[src/asm_cmd_pkg.sv]
// Constants, types and register map of the assembled move command decoder
// Operation
// Command 16#2000 starts the stored assembled profile
// Word1 bit9 picks dwell, bit4 reverses blend
// Same programming for blend and dwell profiles
// Word9 is dwell milliseconds, ignored when blending
// Unused command words are ignored entirely
// Command 16#4000 loads encoder from words 2,3
// Command 16#0800 opens profile programming, no parameters
// Opening block sets status bits 8 and 9
// Host waits for bits 8 and 9
// Segment block is 16#1800, one stored segment
// Host keeps segment parameters within limits
// Host writes zero into segment word 8
// Bit12 seen: capture segment, clear status bit9
// Host clears bit12 after bit9 clears
// Bit12 low again: set status bit9
// At most sixteen segments are stored
// Status bit9 ready, bit8 programming mode
// Status bit12 invalid command, cleared by reset
// Segments run in arrival order from first
package asm_cmd_pkg;

  // Command word 0 codes
  localparam logic [15:0] CMD_NONE       = 16'h0000;
  localparam logic [15:0] CMD_RESET_ERR  = 16'h0400;
  localparam logic [15:0] CMD_PROG_OPEN  = 16'h0800;
  localparam logic [15:0] CMD_SEGMENT    = 16'h1800;
  localparam logic [15:0] CMD_RUN_ASSY   = 16'h2000;
  localparam logic [15:0] CMD_PRESET_ENC = 16'h4000;

  // Bit positions in command and status words
  localparam int CMD0_SEG_BIT     = 12;
  localparam int CMD1_DWELL_BIT   = 9;
  localparam int CMD1_REVERSE_BIT = 4;
  localparam int ST0_MOVE_CMP     = 7;
  localparam int ST0_IN_ASSY      = 8;
  localparam int ST0_WAIT_SEG     = 9;
  localparam int ST0_CMD_ERR      = 12;
  localparam int ST0_MODULE_OK    = 14;

  // Command image layout
  localparam int CMD_WORDS   = 10;
  localparam int W_CMD0      = 0;
  localparam int W_CMD1      = 1;
  localparam int W_POS_HI    = 2;
  localparam int W_POS_LO    = 3;
  localparam int W_SPD_HI    = 4;
  localparam int W_SPD_LO    = 5;
  localparam int W_ACCEL     = 6;
  localparam int W_DECEL     = 7;
  localparam int W_JERK      = 9;
  localparam int W_DWELL     = 9;

  // Segment storage
  localparam int SEG_DEPTH   = 16;
  localparam int SEG_IDX_W   = 4;
  localparam int SEG_CNT_W   = 5;

  // Encoder preset limits
  localparam logic signed [31:0] ENC_MIN = -32'sd8388608;
  localparam logic signed [31:0] ENC_MAX = 32'sd8388607;

  // Register byte addresses (command words at index times four)
  localparam logic [7:0] ADR_CMD_BASE = 8'h00;
  localparam logic [7:0] ADR_CMD_LAST = 8'h24;
  localparam logic [7:0] ADR_STATUS0  = 8'h40;
  localparam logic [7:0] ADR_ENC_POS  = 8'h44;
  localparam logic [7:0] ADR_SEG_CNT  = 8'h48;
  localparam logic [7:0] ADR_RUN_CFG  = 8'h4C;
  localparam logic [7:0] ADR_IRQ_STAT = 8'h50;
  localparam logic [7:0] ADR_IRQ_MASK = 8'h54;

  // Interrupt event bits
  localparam int IRQ_W        = 4;
  localparam int EV_CMD_ERR   = 0;
  localparam int EV_SEG_TAKEN = 1;
  localparam int EV_RUN_START = 2;
  localparam int EV_RUN_DONE  = 3;

  // Reset values
  localparam logic [15:0] CMD_WORD_RST = 16'h0000;
  localparam logic [31:0] ENC_RST      = 32'h0000_0000;

  // One stored profile segment
  typedef struct packed {
    logic [31:0] rel_target;  // Relative target, steps
    logic [31:0] speed;       // Programmed speed
    logic [15:0] accel;       // Acceleration
    logic [15:0] decel;       // Deceleration
    logic [15:0] jerk;        // Acceleration jerk
  } segment_t;

  // Execution style latched at run
  typedef struct packed {
    logic        dwell;       // 1 dwell, 0 blend
    logic        reverse;     // Reverse blend direction
    logic [15:0] dwell_ms;    // Pause between segments
  } run_cfg_t;

  // Decoder states
  typedef enum logic [1:0] {
    ST_IDLE      = 2'b00,
    ST_PROG_WAIT = 2'b01,
    ST_PROG_HOLD = 2'b10,
    ST_RUN       = 2'b11
  } dec_state_t;

endpackage

[src/asm_seg_store.sv]
// Segment memory written in arrival order, read by index
`timescale 1ns/10ps
`default_nettype none
module asm_seg_store
  import asm_cmd_pkg::*;
#(
  parameter int DEPTH = SEG_DEPTH,
  parameter int IDX_W = SEG_IDX_W
)(
  input  wire logic             i_clk,
  input  wire logic             i_wr_en,
  input  wire logic [IDX_W-1:0] i_wr_idx,
  input  wire segment_t         i_wr_seg,
  input  wire logic [IDX_W-1:0] i_rd_idx,
  output      segment_t         o_rd_seg
);

  // Storage array, no reset needed
  segment_t mem_q [DEPTH];

  // Write port
  always_ff @(posedge i_clk)
  begin
    if (i_wr_en)
    begin
      mem_q[i_wr_idx] <= i_wr_seg;
    end
  end

  // Asynchronous read, registered by the user
  assign o_rd_seg = mem_q[i_rd_idx];

endmodule
`default_nettype wire

[src/asm_irq_flags.sv]
// Sticky event flags with write-one-to-clear, mask and level interrupt
`timescale 1ns/10ps
`default_nettype none
module asm_irq_flags #(
  parameter int W = 4
)(
  input  wire logic         i_clk,
  input  wire logic         i_rst,
  input  wire logic [W-1:0] i_set,
  input  wire logic [W-1:0] i_clr,
  input  wire logic         i_mask_we,
  input  wire logic [W-1:0] i_mask_d,
  output      logic [W-1:0] o_stat,
  output      logic [W-1:0] o_mask,
  output      logic         o_irq
);

  logic [W-1:0] stat_q;   // Sticky flags
  logic [W-1:0] mask_q;   // Enable per flag
  logic         irq_q;    // Registered interrupt
  logic [W-1:0] stat_d;   // Next flags, set beats clear

  assign stat_d = (stat_q & ~i_clr) | i_set;

  // Flag, mask and interrupt registers
  always_ff @(posedge i_clk or posedge i_rst)
  begin
    if (i_rst)
    begin
      stat_q <= '0;
      mask_q <= '0;
      irq_q  <= 1'b0;
    end
    else
    begin
      stat_q <= stat_d;
      mask_q <= i_mask_we ? i_mask_d : mask_q;
      irq_q  <= |(stat_d & (i_mask_we ? i_mask_d : mask_q));
    end
  end

  assign o_stat = stat_q;
  assign o_mask = mask_q;
  assign o_irq  = irq_q;

endmodule
`default_nettype wire

[src/asm_cmd_decoder.sv]
// Assembled move command decoder with Wishbone command image and status
`timescale 1ns/10ps
`default_nettype none
module asm_cmd_decoder
  import asm_cmd_pkg::*;
(
  input  wire logic         I_CLK,
  input  wire logic         I_RST,
  // Wishbone classic slave
  input  wire logic         I_WB_CYC,
  input  wire logic         I_WB_STB,
  input  wire logic         I_WB_WE,
  input  wire logic [7:0]   I_WB_ADR,
  input  wire logic [3:0]   I_WB_SEL,
  input  wire logic [31:0]  I_WB_DAT,
  output      logic [31:0]  O_WB_DAT,
  output      logic         O_WB_ACK,
  // Segment execution handshake
  input  wire logic         I_SEG_DONE,
  output      logic         O_RUN_START,
  output      run_cfg_t     O_RUN_CFG,
  output      logic         O_SEG_VALID,
  output      segment_t     O_SEG,
  output      logic [3:0]   O_SEG_INDEX,
  // Encoder preset and status
  output      logic         O_ENC_LOAD,
  output      logic [31:0]  O_ENC_VALUE,
  output      logic [15:0]  O_STATUS0,
  output      logic         O_IRQ
);

  // Bus handshake
  logic         ack_q;          // Ack flop
  logic [31:0]  rdat_q;         // Read data flop
  wire          req;            // New request this cycle
  wire          wr_fire;        // Write takes effect at this edge
  wire  [5:0]   widx;           // Word index of address
  wire          adr_cmd;        // Address hits command image
  wire  [3:0]   cmd_idx;        // Command word number

  assign req     = I_WB_CYC & I_WB_STB & ~ack_q;
  assign wr_fire = I_WB_CYC & I_WB_STB & I_WB_WE & ack_q;
  assign widx    = I_WB_ADR[7:2];
  assign adr_cmd = (I_WB_ADR <= ADR_CMD_LAST) && (I_WB_ADR[1:0] == 2'b00);
  assign cmd_idx = widx[3:0];

  // Command image
  logic [15:0]  cmd_q [CMD_WORDS];   // Host command words
  wire  [15:0]  wr_word;             // Byte-merged write value
  wire  [15:0]  cur_word;            // Word being written, old value

  assign cur_word = adr_cmd ? cmd_q[cmd_idx] : CMD_WORD_RST;
  assign wr_word  = {I_WB_SEL[1] ? I_WB_DAT[15:8] : cur_word[15:8],
                     I_WB_SEL[0] ? I_WB_DAT[7:0]  : cur_word[7:0]};

  // New command on a changed word 0
  wire          cmd0_wr;
  wire          cmd_evt;
  assign cmd0_wr = wr_fire && adr_cmd && (cmd_idx == 4'(W_CMD0));
  assign cmd_evt = cmd0_wr && (wr_word != cmd_q[W_CMD0]);

  // Command image registers
  always_ff @(posedge I_CLK or posedge I_RST)
  begin
    if (I_RST)
    begin
      for (int i = 0; i < CMD_WORDS; i++)
      begin
        cmd_q[i] <= CMD_WORD_RST;
      end
    end
    else if (wr_fire && adr_cmd)
    begin
      cmd_q[cmd_idx] <= wr_word;
    end
  end

  // Command decode, parameter words read only per command
  wire          is_run;
  wire          is_prog;
  wire          is_preset;
  wire          is_reset;
  wire          is_seg;
  wire          is_known;
  assign is_run    = (wr_word == CMD_RUN_ASSY);
  assign is_prog   = (wr_word == CMD_PROG_OPEN);
  assign is_preset = (wr_word == CMD_PRESET_ENC);
  assign is_reset  = (wr_word == CMD_RESET_ERR);
  assign is_seg    = (wr_word == CMD_SEGMENT);
  assign is_known  = is_run | is_prog | is_preset | is_reset | is_seg | (wr_word == CMD_NONE);

  // Encoder preset from upper and lower word
  wire  [31:0]  enc_val;
  wire          enc_ok;
  assign enc_val = {cmd_q[W_POS_HI], cmd_q[W_POS_LO]};
  assign enc_ok  = ($signed(enc_val) >= ENC_MIN) && ($signed(enc_val) <= ENC_MAX);

  // Segment assembled from the image; reserved word 8 not kept
  segment_t     seg_in;
  assign seg_in.rel_target = {cmd_q[W_POS_HI], cmd_q[W_POS_LO]};
  assign seg_in.speed      = {cmd_q[W_SPD_HI], cmd_q[W_SPD_LO]};
  assign seg_in.accel      = cmd_q[W_ACCEL];
  assign seg_in.decel      = cmd_q[W_DECEL];
  assign seg_in.jerk       = cmd_q[W_JERK];

  // Run style; dwell time only kept for dwell runs
  run_cfg_t     cfg_in;
  assign cfg_in.dwell    = cmd_q[W_CMD1][CMD1_DWELL_BIT];
  assign cfg_in.reverse  = cmd_q[W_CMD1][CMD1_REVERSE_BIT];
  assign cfg_in.dwell_ms = cfg_in.dwell ? cmd_q[W_DWELL] : 16'h0000;

  // Decoder state
  dec_state_t            state_q;
  dec_state_t            state_d;
  logic [SEG_CNT_W-1:0]  seg_cnt_q;      // Segments stored
  logic [SEG_IDX_W-1:0]  exec_idx_q;     // Segment being executed
  logic                  load_q;         // Fetch pending for exec_idx_q
  logic                  seg_valid_q;    // Segment offered
  segment_t              seg_q;          // Offered segment
  segment_t              seg_rd;         // Memory read data
  run_cfg_t              cfg_q;          // Latched run style
  logic                  cmd_err_q;      // Invalid command seen
  logic                  move_cmp_q;     // Profile completed
  logic                  run_start_q;    // Start pulse
  logic                  enc_load_q;     // Preset pulse
  logic [31:0]           enc_q;          // Encoder counter preset

  // State condition wires
  wire          in_prog;
  wire          seg_take;
  wire          seg_full;
  wire          seg_last;
  wire          seg_bad;
  wire          run_ok;
  wire          run_go;
  wire          exec_done;
  assign in_prog   = (state_q == ST_PROG_WAIT) || (state_q == ST_PROG_HOLD);
  assign seg_full  = (seg_cnt_q == SEG_CNT_W'(SEG_DEPTH));
  assign seg_bad   = (cmd_q[W_CMD0] != CMD_SEGMENT) || seg_full;
  assign seg_take  = (state_q == ST_PROG_WAIT) && cmd_q[W_CMD0][CMD0_SEG_BIT];
  assign run_ok    = (seg_cnt_q != '0) && (state_q != ST_RUN);
  assign run_go    = cmd_evt && is_run && run_ok;
  assign seg_last  = (SEG_CNT_W'(exec_idx_q) == seg_cnt_q - SEG_CNT_W'(1));
  assign exec_done = (state_q == ST_RUN) && seg_valid_q && I_SEG_DONE && seg_last;

  // Error sources: unknown code, misplaced or surplus segment, run refused, bad preset, opening block during run
  wire          err_evt;
  assign err_evt = (cmd_evt && (!is_known
                                || (is_seg && !in_prog)
                                || (is_run && !run_ok)
                                || (is_preset && !enc_ok)
                                || (is_prog && state_q == ST_RUN)))
                   || (seg_take && seg_bad);

  // Next state
  always_comb
  begin
    state_d = state_q;
    unique case (state_q)
      ST_IDLE:
      begin
        if (run_go)
          state_d = ST_RUN;
        else if (cmd_evt && is_prog)
          state_d = ST_PROG_WAIT;
      end
      ST_PROG_WAIT:
      begin
        if (run_go)
          state_d = ST_RUN;
        else if (seg_take)
          state_d = ST_PROG_HOLD;
      end
      ST_PROG_HOLD:
      begin
        if (run_go)
          state_d = ST_RUN;
        else if (!cmd_q[W_CMD0][CMD0_SEG_BIT])
          state_d = ST_PROG_WAIT;
      end
      ST_RUN:
      begin
        if (exec_done)
          state_d = ST_IDLE;
      end
    endcase
  end

  // State and segment count
  always_ff @(posedge I_CLK or posedge I_RST)
  begin
    if (I_RST)
    begin
      state_q   <= ST_IDLE;
      seg_cnt_q <= '0;
    end
    else
    begin
      state_q <= state_d;
      if (cmd_evt && is_prog && state_q != ST_RUN)
        seg_cnt_q <= '0;
      else if (seg_take && !seg_bad)
        seg_cnt_q <= seg_cnt_q + SEG_CNT_W'(1);
    end
  end

  // Segment storage in arrival order
  asm_seg_store #(
    .DEPTH (SEG_DEPTH),
    .IDX_W (SEG_IDX_W)
  ) u_store (
    .i_clk    (I_CLK),
    .i_wr_en  (seg_take && !seg_bad),
    .i_wr_idx (seg_cnt_q[SEG_IDX_W-1:0]),
    .i_wr_seg (seg_in),
    .i_rd_idx (exec_idx_q),
    .o_rd_seg (seg_rd)
  );

  // Sequential execution from the first segment
  always_ff @(posedge I_CLK or posedge I_RST)
  begin
    if (I_RST)
    begin
      exec_idx_q  <= '0;
      load_q      <= 1'b0;
      seg_valid_q <= 1'b0;
      seg_q       <= '0;
      cfg_q       <= '0;
      run_start_q <= 1'b0;
    end
    else
    begin
      run_start_q <= run_go;
      if (run_go)
      begin
        exec_idx_q <= '0;
        load_q     <= 1'b1;
        cfg_q      <= cfg_in;
      end
      else if (load_q)
      begin
        load_q      <= 1'b0;
        seg_q       <= seg_rd;
        seg_valid_q <= 1'b1;
      end
      else if (seg_valid_q && I_SEG_DONE)
      begin
        seg_valid_q <= 1'b0;
        if (!seg_last)
        begin
          exec_idx_q <= exec_idx_q + SEG_IDX_W'(1);
          load_q     <= 1'b1;
        end
      end
    end
  end

  // Error, completion and encoder preset
  always_ff @(posedge I_CLK or posedge I_RST)
  begin
    if (I_RST)
    begin
      cmd_err_q  <= 1'b0;
      move_cmp_q <= 1'b0;
      enc_load_q <= 1'b0;
      enc_q      <= ENC_RST;
    end
    else
    begin
      // Error set wins over the reset command
      cmd_err_q  <= err_evt | (cmd_err_q & ~(cmd_evt & is_reset));
      move_cmp_q <= exec_done | (move_cmp_q & ~(run_go | (cmd_evt & is_reset)));
      enc_load_q <= cmd_evt && is_preset && enc_ok;
      if (cmd_evt && is_preset && enc_ok)
        enc_q <= enc_val;
    end
  end

  // Status word 0
  wire  [15:0]  status0;
  assign status0 = (16'h0001 << ST0_MODULE_OK)
                 | (16'(cmd_err_q) << ST0_CMD_ERR)
                 | (16'(state_q == ST_PROG_WAIT) << ST0_WAIT_SEG)
                 | (16'(in_prog) << ST0_IN_ASSY)
                 | (16'(move_cmp_q) << ST0_MOVE_CMP);

  // Interrupt flags
  wire  [IRQ_W-1:0] ev_set;
  wire  [IRQ_W-1:0] irq_stat;
  wire  [IRQ_W-1:0] irq_mask;
  wire              irq_w;
  assign ev_set = {exec_done, run_go, seg_take && !seg_bad, err_evt};

  asm_irq_flags #(
    .W (IRQ_W)
  ) u_irq (
    .i_clk     (I_CLK),
    .i_rst     (I_RST),
    .i_set     (ev_set),
    .i_clr     ((wr_fire && I_WB_ADR == ADR_IRQ_STAT) ? I_WB_DAT[IRQ_W-1:0] : '0),
    .i_mask_we (wr_fire && I_WB_ADR == ADR_IRQ_MASK),
    .i_mask_d  (I_WB_DAT[IRQ_W-1:0]),
    .o_stat    (irq_stat),
    .o_mask    (irq_mask),
    .o_irq     (irq_w)
  );

  // Read multiplexer, unmapped reads return zero
  wire  [31:0]  rd_mux;
  assign rd_mux = adr_cmd                     ? {16'h0000, cmd_q[cmd_idx]} :
                  (I_WB_ADR == ADR_STATUS0)   ? {16'h0000, status0} :
                  (I_WB_ADR == ADR_ENC_POS)   ? enc_q :
                  (I_WB_ADR == ADR_SEG_CNT)   ? {27'h0, seg_cnt_q} :
                  (I_WB_ADR == ADR_RUN_CFG)   ? {14'h0, cfg_q} :
                  (I_WB_ADR == ADR_IRQ_STAT)  ? {28'h0, irq_stat} :
                  (I_WB_ADR == ADR_IRQ_MASK)  ? {28'h0, irq_mask} : 32'h0000_0000;

  // Bus answer one cycle after the request
  always_ff @(posedge I_CLK or posedge I_RST)
  begin
    if (I_RST)
    begin
      ack_q  <= 1'b0;
      rdat_q <= 32'h0000_0000;
    end
    else
    begin
      ack_q <= req;
      if (req && !I_WB_WE)
        rdat_q <= rd_mux;
    end
  end

  // Outputs
  logic [15:0] status0_q;
  always_ff @(posedge I_CLK or posedge I_RST)
  begin
    if (I_RST)
      status0_q <= 16'h0000;
    else
      status0_q <= status0;
  end

  assign O_WB_ACK    = ack_q;
  assign O_WB_DAT    = rdat_q;
  assign O_RUN_START = run_start_q;
  assign O_RUN_CFG   = cfg_q;
  assign O_SEG_VALID = seg_valid_q;
  assign O_SEG       = seg_q;
  assign O_SEG_INDEX = exec_idx_q;
  assign O_ENC_LOAD  = enc_load_q;
  assign O_ENC_VALUE = enc_q;
  assign O_STATUS0   = status0_q;
  assign O_IRQ       = irq_w;

endmodule
`default_nettype wire

[config.mk]
export PLATFORM = sky130hd
export DESIGN_NAME = asm_cmd_decoder
export DESIGN_NICKNAME = d
export VERILOG_FILES = /design/src/asm_cmd_pkg.sv /design/src/asm_seg_store.sv /design/src/asm_irq_flags.sv /design/src/asm_cmd_decoder.sv
export SDC_FILE = /design/constraint.sdc
export NUM_CORES = 2
export LEC_CHECK = 0
export ABC_AREA = 1
export BUFFER_PORTS_ARGS = -buffer_cell sky130_fd_sc_hd__buf_2
export CAP_MARGIN = 15
export CELL_PAD_IN_SITES_DETAIL_PLACEMENT = 1
export CELL_PAD_IN_SITES_GLOBAL_PLACEMENT = 2
export CORE_ASPECT_RATIO = 0.6
export CORE_MARGIN = 8
export CORE_UTILIZATION = 29
export CTS_CLUSTER_DIAMETER = 100
export CTS_CLUSTER_SIZE = 14
export DETAILED_ROUTE_END_ITERATION = 12
export PLACE_DENSITY_LB_ADDON = 0.08
export RECOVER_POWER = 50
export SETUP_SLACK_MARGIN = 0.4
export SLEW_MARGIN = 20
export SYNTH_ARGS = -nofsm -noshare
export SYNTH_HDL_FRONTEND = slang
export SYNTH_SLANG_ARGS = --single-unit
[constraint.sdc]
create_clock -name I_CLK -period 10.9 [get_ports I_CLK]
set_clock_uncertainty 0.15 [all_clocks]
set_input_delay 0 -clock I_CLK [delete_from_list [all_inputs] [get_ports I_CLK]]
set_output_delay 0 -clock I_CLK [all_outputs]
set_load 0.005 [all_outputs]
## Yosys cells after proc, flatten, opt, wreduce, memory -nomap -nowiden

Memory sizes are Yosys's and may differ from the RTL's. A register that Yosys moved wholly into a read port is not among the register bits.
Cells that the tools add are included.

| storage, ports and cells | value |
|---|---|
| register bits after elaboration | 284 |
| memory bits (writable) | 1792 |
| input bits | 50 |
| output and inout bits | 219 |
| word-level logic and storage cells | 185 |
| memories | 1 |

| cells by class | value |
|---|---|
| $add $sub $neg | 3 |
| $lt $le $gt $ge | 5 |
| eq/ne operators | 25 |
| multiplexer cells | 41 |
| bitwise gates (word level) | 27 |
| reduce and logical (&&, ||, !) cells | 54 |

Memory list:

| name | depth | width | rd ports | clocked after memory_dff | write ports | line | RTL |
|---|---|---|---|---|---|---|---|
| u_store.mem_q | 16 | 112 | 1 | 1 | 1 | asm_seg_store.sv:19 | `segment_t mem_q [DEPTH];` |

Operator list:

| cell | count |
|---|---|
| 160-bit bitwise mux | 1 |
| 32-bit two-way mux | 3 |
| 16-bit two-way mux | 5 |
| 16-bit binary-select mux with 4-bit select | 1 |
| 16-bit demux with 4-bit select | 1 |
| 8-bit by 7-bit == test with 1-bit output, second input constant | 6 |
| 18-bit two-way mux | 2 |
| 32-bit by 24-bit greater-or-equal comparator with 1-bit output, second input constant | 1 |
| 32-bit by 24-bit less-or-equal comparator with 1-bit output, second input constant | 1 |
| 4-bit two-way mux | 8 |
| 1-bit logical AND | 28 |
| 16-bit by 11-bit == test with 1-bit output, second input constant | 1 |
| 16-bit by 12-bit == test with 1-bit output, second input constant | 1 |
| 16-bit by 13-bit == test with 1-bit output, second input constant | 1 |
| 16-bit by 14-bit == test with 1-bit output, second input constant | 1 |
| 16-bit by 15-bit == test with 1-bit output, second input constant | 1 |
| 16-bit logical NOT | 1 |
| 8-bit two-way mux | 2 |
| 16-bit by 13-bit != test with 1-bit output, second input constant | 1 |
| 16-bit != test | 1 |
| 15-bit by 10-bit OR with 15-bit output | 1 |
| 15-bit by 8-bit OR with 15-bit output | 1 |
| 15-bit by 9-bit OR with 15-bit output | 1 |
| 2-bit two-way mux | 7 |
| other kinds (33) | 78 |

## Depth between registers and ports, before layout

| logic depth | value |
|---|---|
| word-level depth | 22 |
| depth in mapped cells | 26 |
| mapped depth without buffers | 23 |

## By module

Synthesis repeated with hierarchy kept, for this count alone.

| second synthesis, totals | value |
|---|---|
| cell total of the unflattened synthesis | 9559 |
| area total of the unflattened synthesis | 94847.2 µm² |

Modules (own cells, without submodules):

| module | instances | cells an instance | area an instance (µm²) | sequential area each (µm²) |
|---|---|---|---|---|
| asm_seg_store | 1 | 7235 | 76540.9 | 53811.6 |
| asm_cmd_decoder | 1 | 2276 | 17924.7 | 9434.0 |
| asm_irq_flags | 1 | 48 | 381.6 | 225.2 |

## Worst setup path after synthesis

OpenSTA, ideal clock, no wires.

| timing | value |
|---|---|
| path kind | flip-flop to flip-flop |
| from | register seg_cnt_q[0] |
| to | memory u_store.mem_q[15][0] in the netlist's numbering (enable) |
| library setup time | 0.586 ns |
| data arrival time | 6.057 ns |
| required time | 10.164 ns |
| slack | 4.107 ns |
| cell stages (with the launch flop) | 8 |
| cells stage by stage | dfrtp_1 > inv_1 > ha_1 > nand3_1 > nand4_1 > nor2_1 > nand2_1 > nor2_1 |

| on the way | value |
|---|---|
| word-level cells in the longest chain between the ends | 6 |

RTL lines:

| item | line | RTL |
|---|---|---|
| start, declared | asm_cmd_decoder.sv:115 | `logic [SEG_CNT_W-1:0] seg_cnt_q;` |
| start signal, assigned | asm_cmd_decoder.sv:203 | `seg_cnt_q <= seg_cnt_q + SEG_CNT_W'(1);` |
| 5-bit == test | asm_cmd_decoder.sv:138 | `assign seg_full = (seg_cnt_q == SEG_CNT_W'(SEG_DEPTH));` |
| 1-bit logical OR | asm_cmd_decoder.sv:139 | `assign seg_bad = (cmd_q[W_CMD0] != CMD_SEGMENT) \|\| seg_full;` |
| 1-bit logical NOT | asm_cmd_decoder.sv:213 | `.i_wr_en (seg_take && !seg_bad),` |
| 1-bit logical AND | asm_cmd_decoder.sv:213 |  |
| 1-bit two-way mux | asm_seg_store.sv:24 | `if (i_wr_en)` |
| 1-bit two-way mux (not written as such) | asm_seg_store.sv:26 | `mem_q[i_wr_idx] <= i_wr_seg;` |
| end, declared | asm_seg_store.sv:19 |  |

Parallel ways exist; a longest one is shown, timed or not.

==> results.py <==
metrics = {
    "layout": {
        "layout.nets": 7365,
        "utilization_pct": 32.9,
        "final_common_cell": "edfxtp_1",
        "multi_input_area_sq_mm": 0.0201,
        "seq_area_sq_mm": 0.0635,
        "fillCellCount": 31900,
        "drive_gt1_share_pct": 5.78,
        "final_cell_mix": "edfxtp_1 (1,792), nand2_1 (1,555), o21ai_0 (856)",
        "postLayoutCellArea_sq_mm": 0.0975,
        "syn_to_final_growth_pct": 13.1,
    },
    "status": {
        "violations": "max-capacitance violations, max-slew violations",
        "status": "complete, but fails checks",
    },
    "power_and_ir_drop": {
        "p_total_uw": 15600,
        "peakVddDrop_uv": 132,
        "power_leakage_uw": 0.0311,
        "powerDensity_mw_per_mm2": 160,
    },
    "routing": {
        "ant_nets": 0,
        "vias_per_cell": 5.09,
        "drt-pass1-iter-count": 5,
        "wirelength_um": 334000,
        "routedWlPerCell_um": 29.3,
        "drt_iter0_markers": 4836,
        "vias": 57900,
        "drcViolationCount": 0,
    },
    "place": {
        "numPortBuffers": 239,
        "dp_hpwl_um": 188000,
        "post_dp_cell_area_sq_mm": 0.0920,
        "gp_congestion": 0.798,
    },
    "setup_path": {
        "r2r_slack_ps": 5010,
        "reg2reg_depth": 23,
        "start_kind": "primary input",
        "critical_path.startpoint": "I_RST",
        "cp-endpoint": "O_SEG[32]$_DFFE_PP0P_",
        "crit_required_ps": 11200,
        "arrival_ps": 7220,
        "critical_path_class": "primary input to async pin",
        "critPathMaxFanout": 48,
        "endpoint_kind": "async pin",
        "r2r-start": "cmd_q[119]$_DFFE_PP0P_",
        "r2r_end": "O_SEG[70]$_DFFE_PP0P_",
    },
    "cts": {
        "cts_buffer_depth": 4,
        "cts-buffers-inserted": 182,
        "cts_tree": "built",
        "cts_setup_buffers": 0,
        "cts.clk_slew.worst_paths_ps": 90,
        "cts_max_level": 4,
        "cts_root_buf": "clkbuf_16",
        "clock-sinks": 2178,
        "clk_latency_ps": 880,
    },
    "synth": {
        "yosys.area.top_type": "edfxtp_1",
        "post-synth-top-area-fraction_pct": 62.4,
        "synth_top_flop_cell": "edfxtp_1",
        "ys_types": 42,
        "synth_edf_count": 1792,
        "synthesis.area_sq_mm": 0.0863,
        "ys_ff_latch": 2178,
        "synth.avg_cell_area_sq_um": 12.1,
        "synth_warnings": 0,
        "netlist_instances": 7143,
        "ys_seq_area_share_pct": 73.6,
        "synth_area_leaders": "edfxtp_1 (62%), dfrtp_1 (11%), nand2_1 (6.8%)",
        "synth-async-reset-ratio_pct": 17.7,
    },
    "timing": {
        "fin_crit_ps": 6920,
        "fin_crit_sh_pct": 63.5,
        "worstMarginPinSlew_ps": 3470,
        "tns_ps": 0,
        "rsz0062_at_grt": "false",
        "slew_violations": 318,
        "slew_headroom_pct": -131,
        "timing.fmax_mhz": 145,
        "setup_violations": 0,
        "finalHoldViolations": 0,
    },
    "worst_hold_path": {
        "hp-start": "I_WB_SEL[1]",
        "hold_class": "primary input to register",
    },
    "die": {
        "dieArea_sq_mm": 0.316,
        "die_height_um": 438,
        "num_rows": 155,
        "die_x_um": 720,
        "ios": 269,
        "core_sq_mm": 0.297,
        "initial_core_util_pct": 29.1,
    },
    "global_routing": {
        "grt_overflow_total": 0,
        "antenna_found_initial": 28,
        "track_usage_pct": 20.6,
        "grt_pass1_vias": 58600,
        "grt_max_degree": 192,
        "grt_pass1_wl_um": 470000,
    },
    "job": {
        "max_cap_violations": 9,
    },
}
==> sequential cells by signal, indices dropped and copies added, names as in the netlist <==
signal / count
u_irq.o_irq: 1
seg_cnt_q: 5
O_SEG: 112
cmd_q: 158
O_SEG_INDEX: 4
load_q: 1
O_WB_DAT: 32
O_STATUS0: 5
u_store.mem_q: 1792
O_ENC_VALUE: 32
O_WB_ACK: 1
u_irq.o_stat: 4
state_q: 2
move_cmp_q: 1
u_irq.o_mask: 4
O_ENC_LOAD: 1
O_RUN_START: 1
cfg_in: 2
cmd_err_q: 1
O_SEG_VALID: 1
O_RUN_CFG: 18
==> worst max-delay path, stage by stage <==
cell,delay (ps)
dlygate4sd3_1,530
buf_2,110
dlygate4sd3_1,580
clkinvlp_4,70
clkbuf_1,2030
clkbuf_1,1940
clkbuf_1,1770
==> metrics by stage <==
step	setup WS (ps)	hold slack (ps)	instances
CTS	4960	0.428	11400
floorplan	4110	-18.1	7153
global route	2430	98.7	11400
detailed placement	4470	114	11000
global placement	4510	104	11000
finish	3980	90.3	11400
==> routing by layer <==
metal  global-route usage, %  part of all wire (%)  up-vias
met3                    2.76                   4.7      293
met1                    32.2                    51    30500
li1                        -                     -    25900
met5                       0                     0        -
met2                    30.4                    42     1256
met4                    3.44                   1.6        0
==> cells in the mapped netlist (5+ instances only) <==
master,count
o21ai_0,856
buf_6,9
o31ai_1,9
a22o_1,6
nand3_1,361
buf_1,21
or2_2,8
a41oi_1,44
buf_2,32
o221ai_1,145
edfxtp_1,1792
o211ai_1,5
o22ai_1,80
a21oi_1,293
nor3_1,10
a221oi_1,69
nor2_1,653
dfrtp_1,386
xnor2_1,5
o41ai_1,16
ha_1,10
a31oi_1,7
inv_2,12
buf_4,18
nand4_1,73
clkbuf_1,382
nand2_1,1559
inv_1,255
==> power by group <==
part / total, uW / internal (uW) / leakage, uW / switching [uW]
Combinational: 276 / 72.1 / 0.0110 / 204
Sequential: 8940 / 8910 / 0.0177 / 28.3
Clock: 6370 / 3220 / 0.00247 / 3150
Total: 15600 / 12200 / 0.0311 / 3380
==> worst min path at each step <==
stage | endpoint | slack, ps | depth (start not counted)
6_report | cmd_q[154]$_DFFE_PP0P_ | 90 | 6
5_1_grt | load_q$_DFF_PP0_ | 100 | 6
4_1_cts | cmd_q[154]$_DFFE_PP0P_ | 0.4 | 6
3_5_place_dp | O_WB_DAT[10]$_DFFE_PP0P_ | 110 | 3
3_3_place_gp | O_WB_DAT[10]$_DFFE_PP0P_ | 100 | 3
2_1_floorplan | O_WB_ACK$_DFF_PP0_ | -20 | 2
==> layout make-up <==
class / instances / share of cell area (%)
Sequential cell: 2178 / 65.1
Multi-Input combinational cell: 4243 / 20.6
Clock buffer: 313 / 5.22
Tap cell: 3925 / 5.03
Timing Repair Buffer: 430 / 2.83
Inverter: 270 / 1.08
Clock inverter: 7 / 0.113
Antenna cell: 11 / 0.0282
==> cell families (layout without fill, tap and decap cells) <==
family          after synthesis  count (layout)  synth area share, %
flops                      2178            2178                 73.6
other cells                   2              23              0.00871
xor+xnor                      5               5               0.0508
buf+inv                     732            1020                 3.39
simple gates               2678            2678                 12.5
fa+ha+maj                    10              10                0.145
compound gates             1538            1538                 10.3
==> timing repair <==
action                                  CTS  global route
hold buffers                             61             0
resized for setup                         0             0
endpoints found under the setup margin    0             0
hold endpoints to repair                360             0
(Power assumes the default switching activity.)
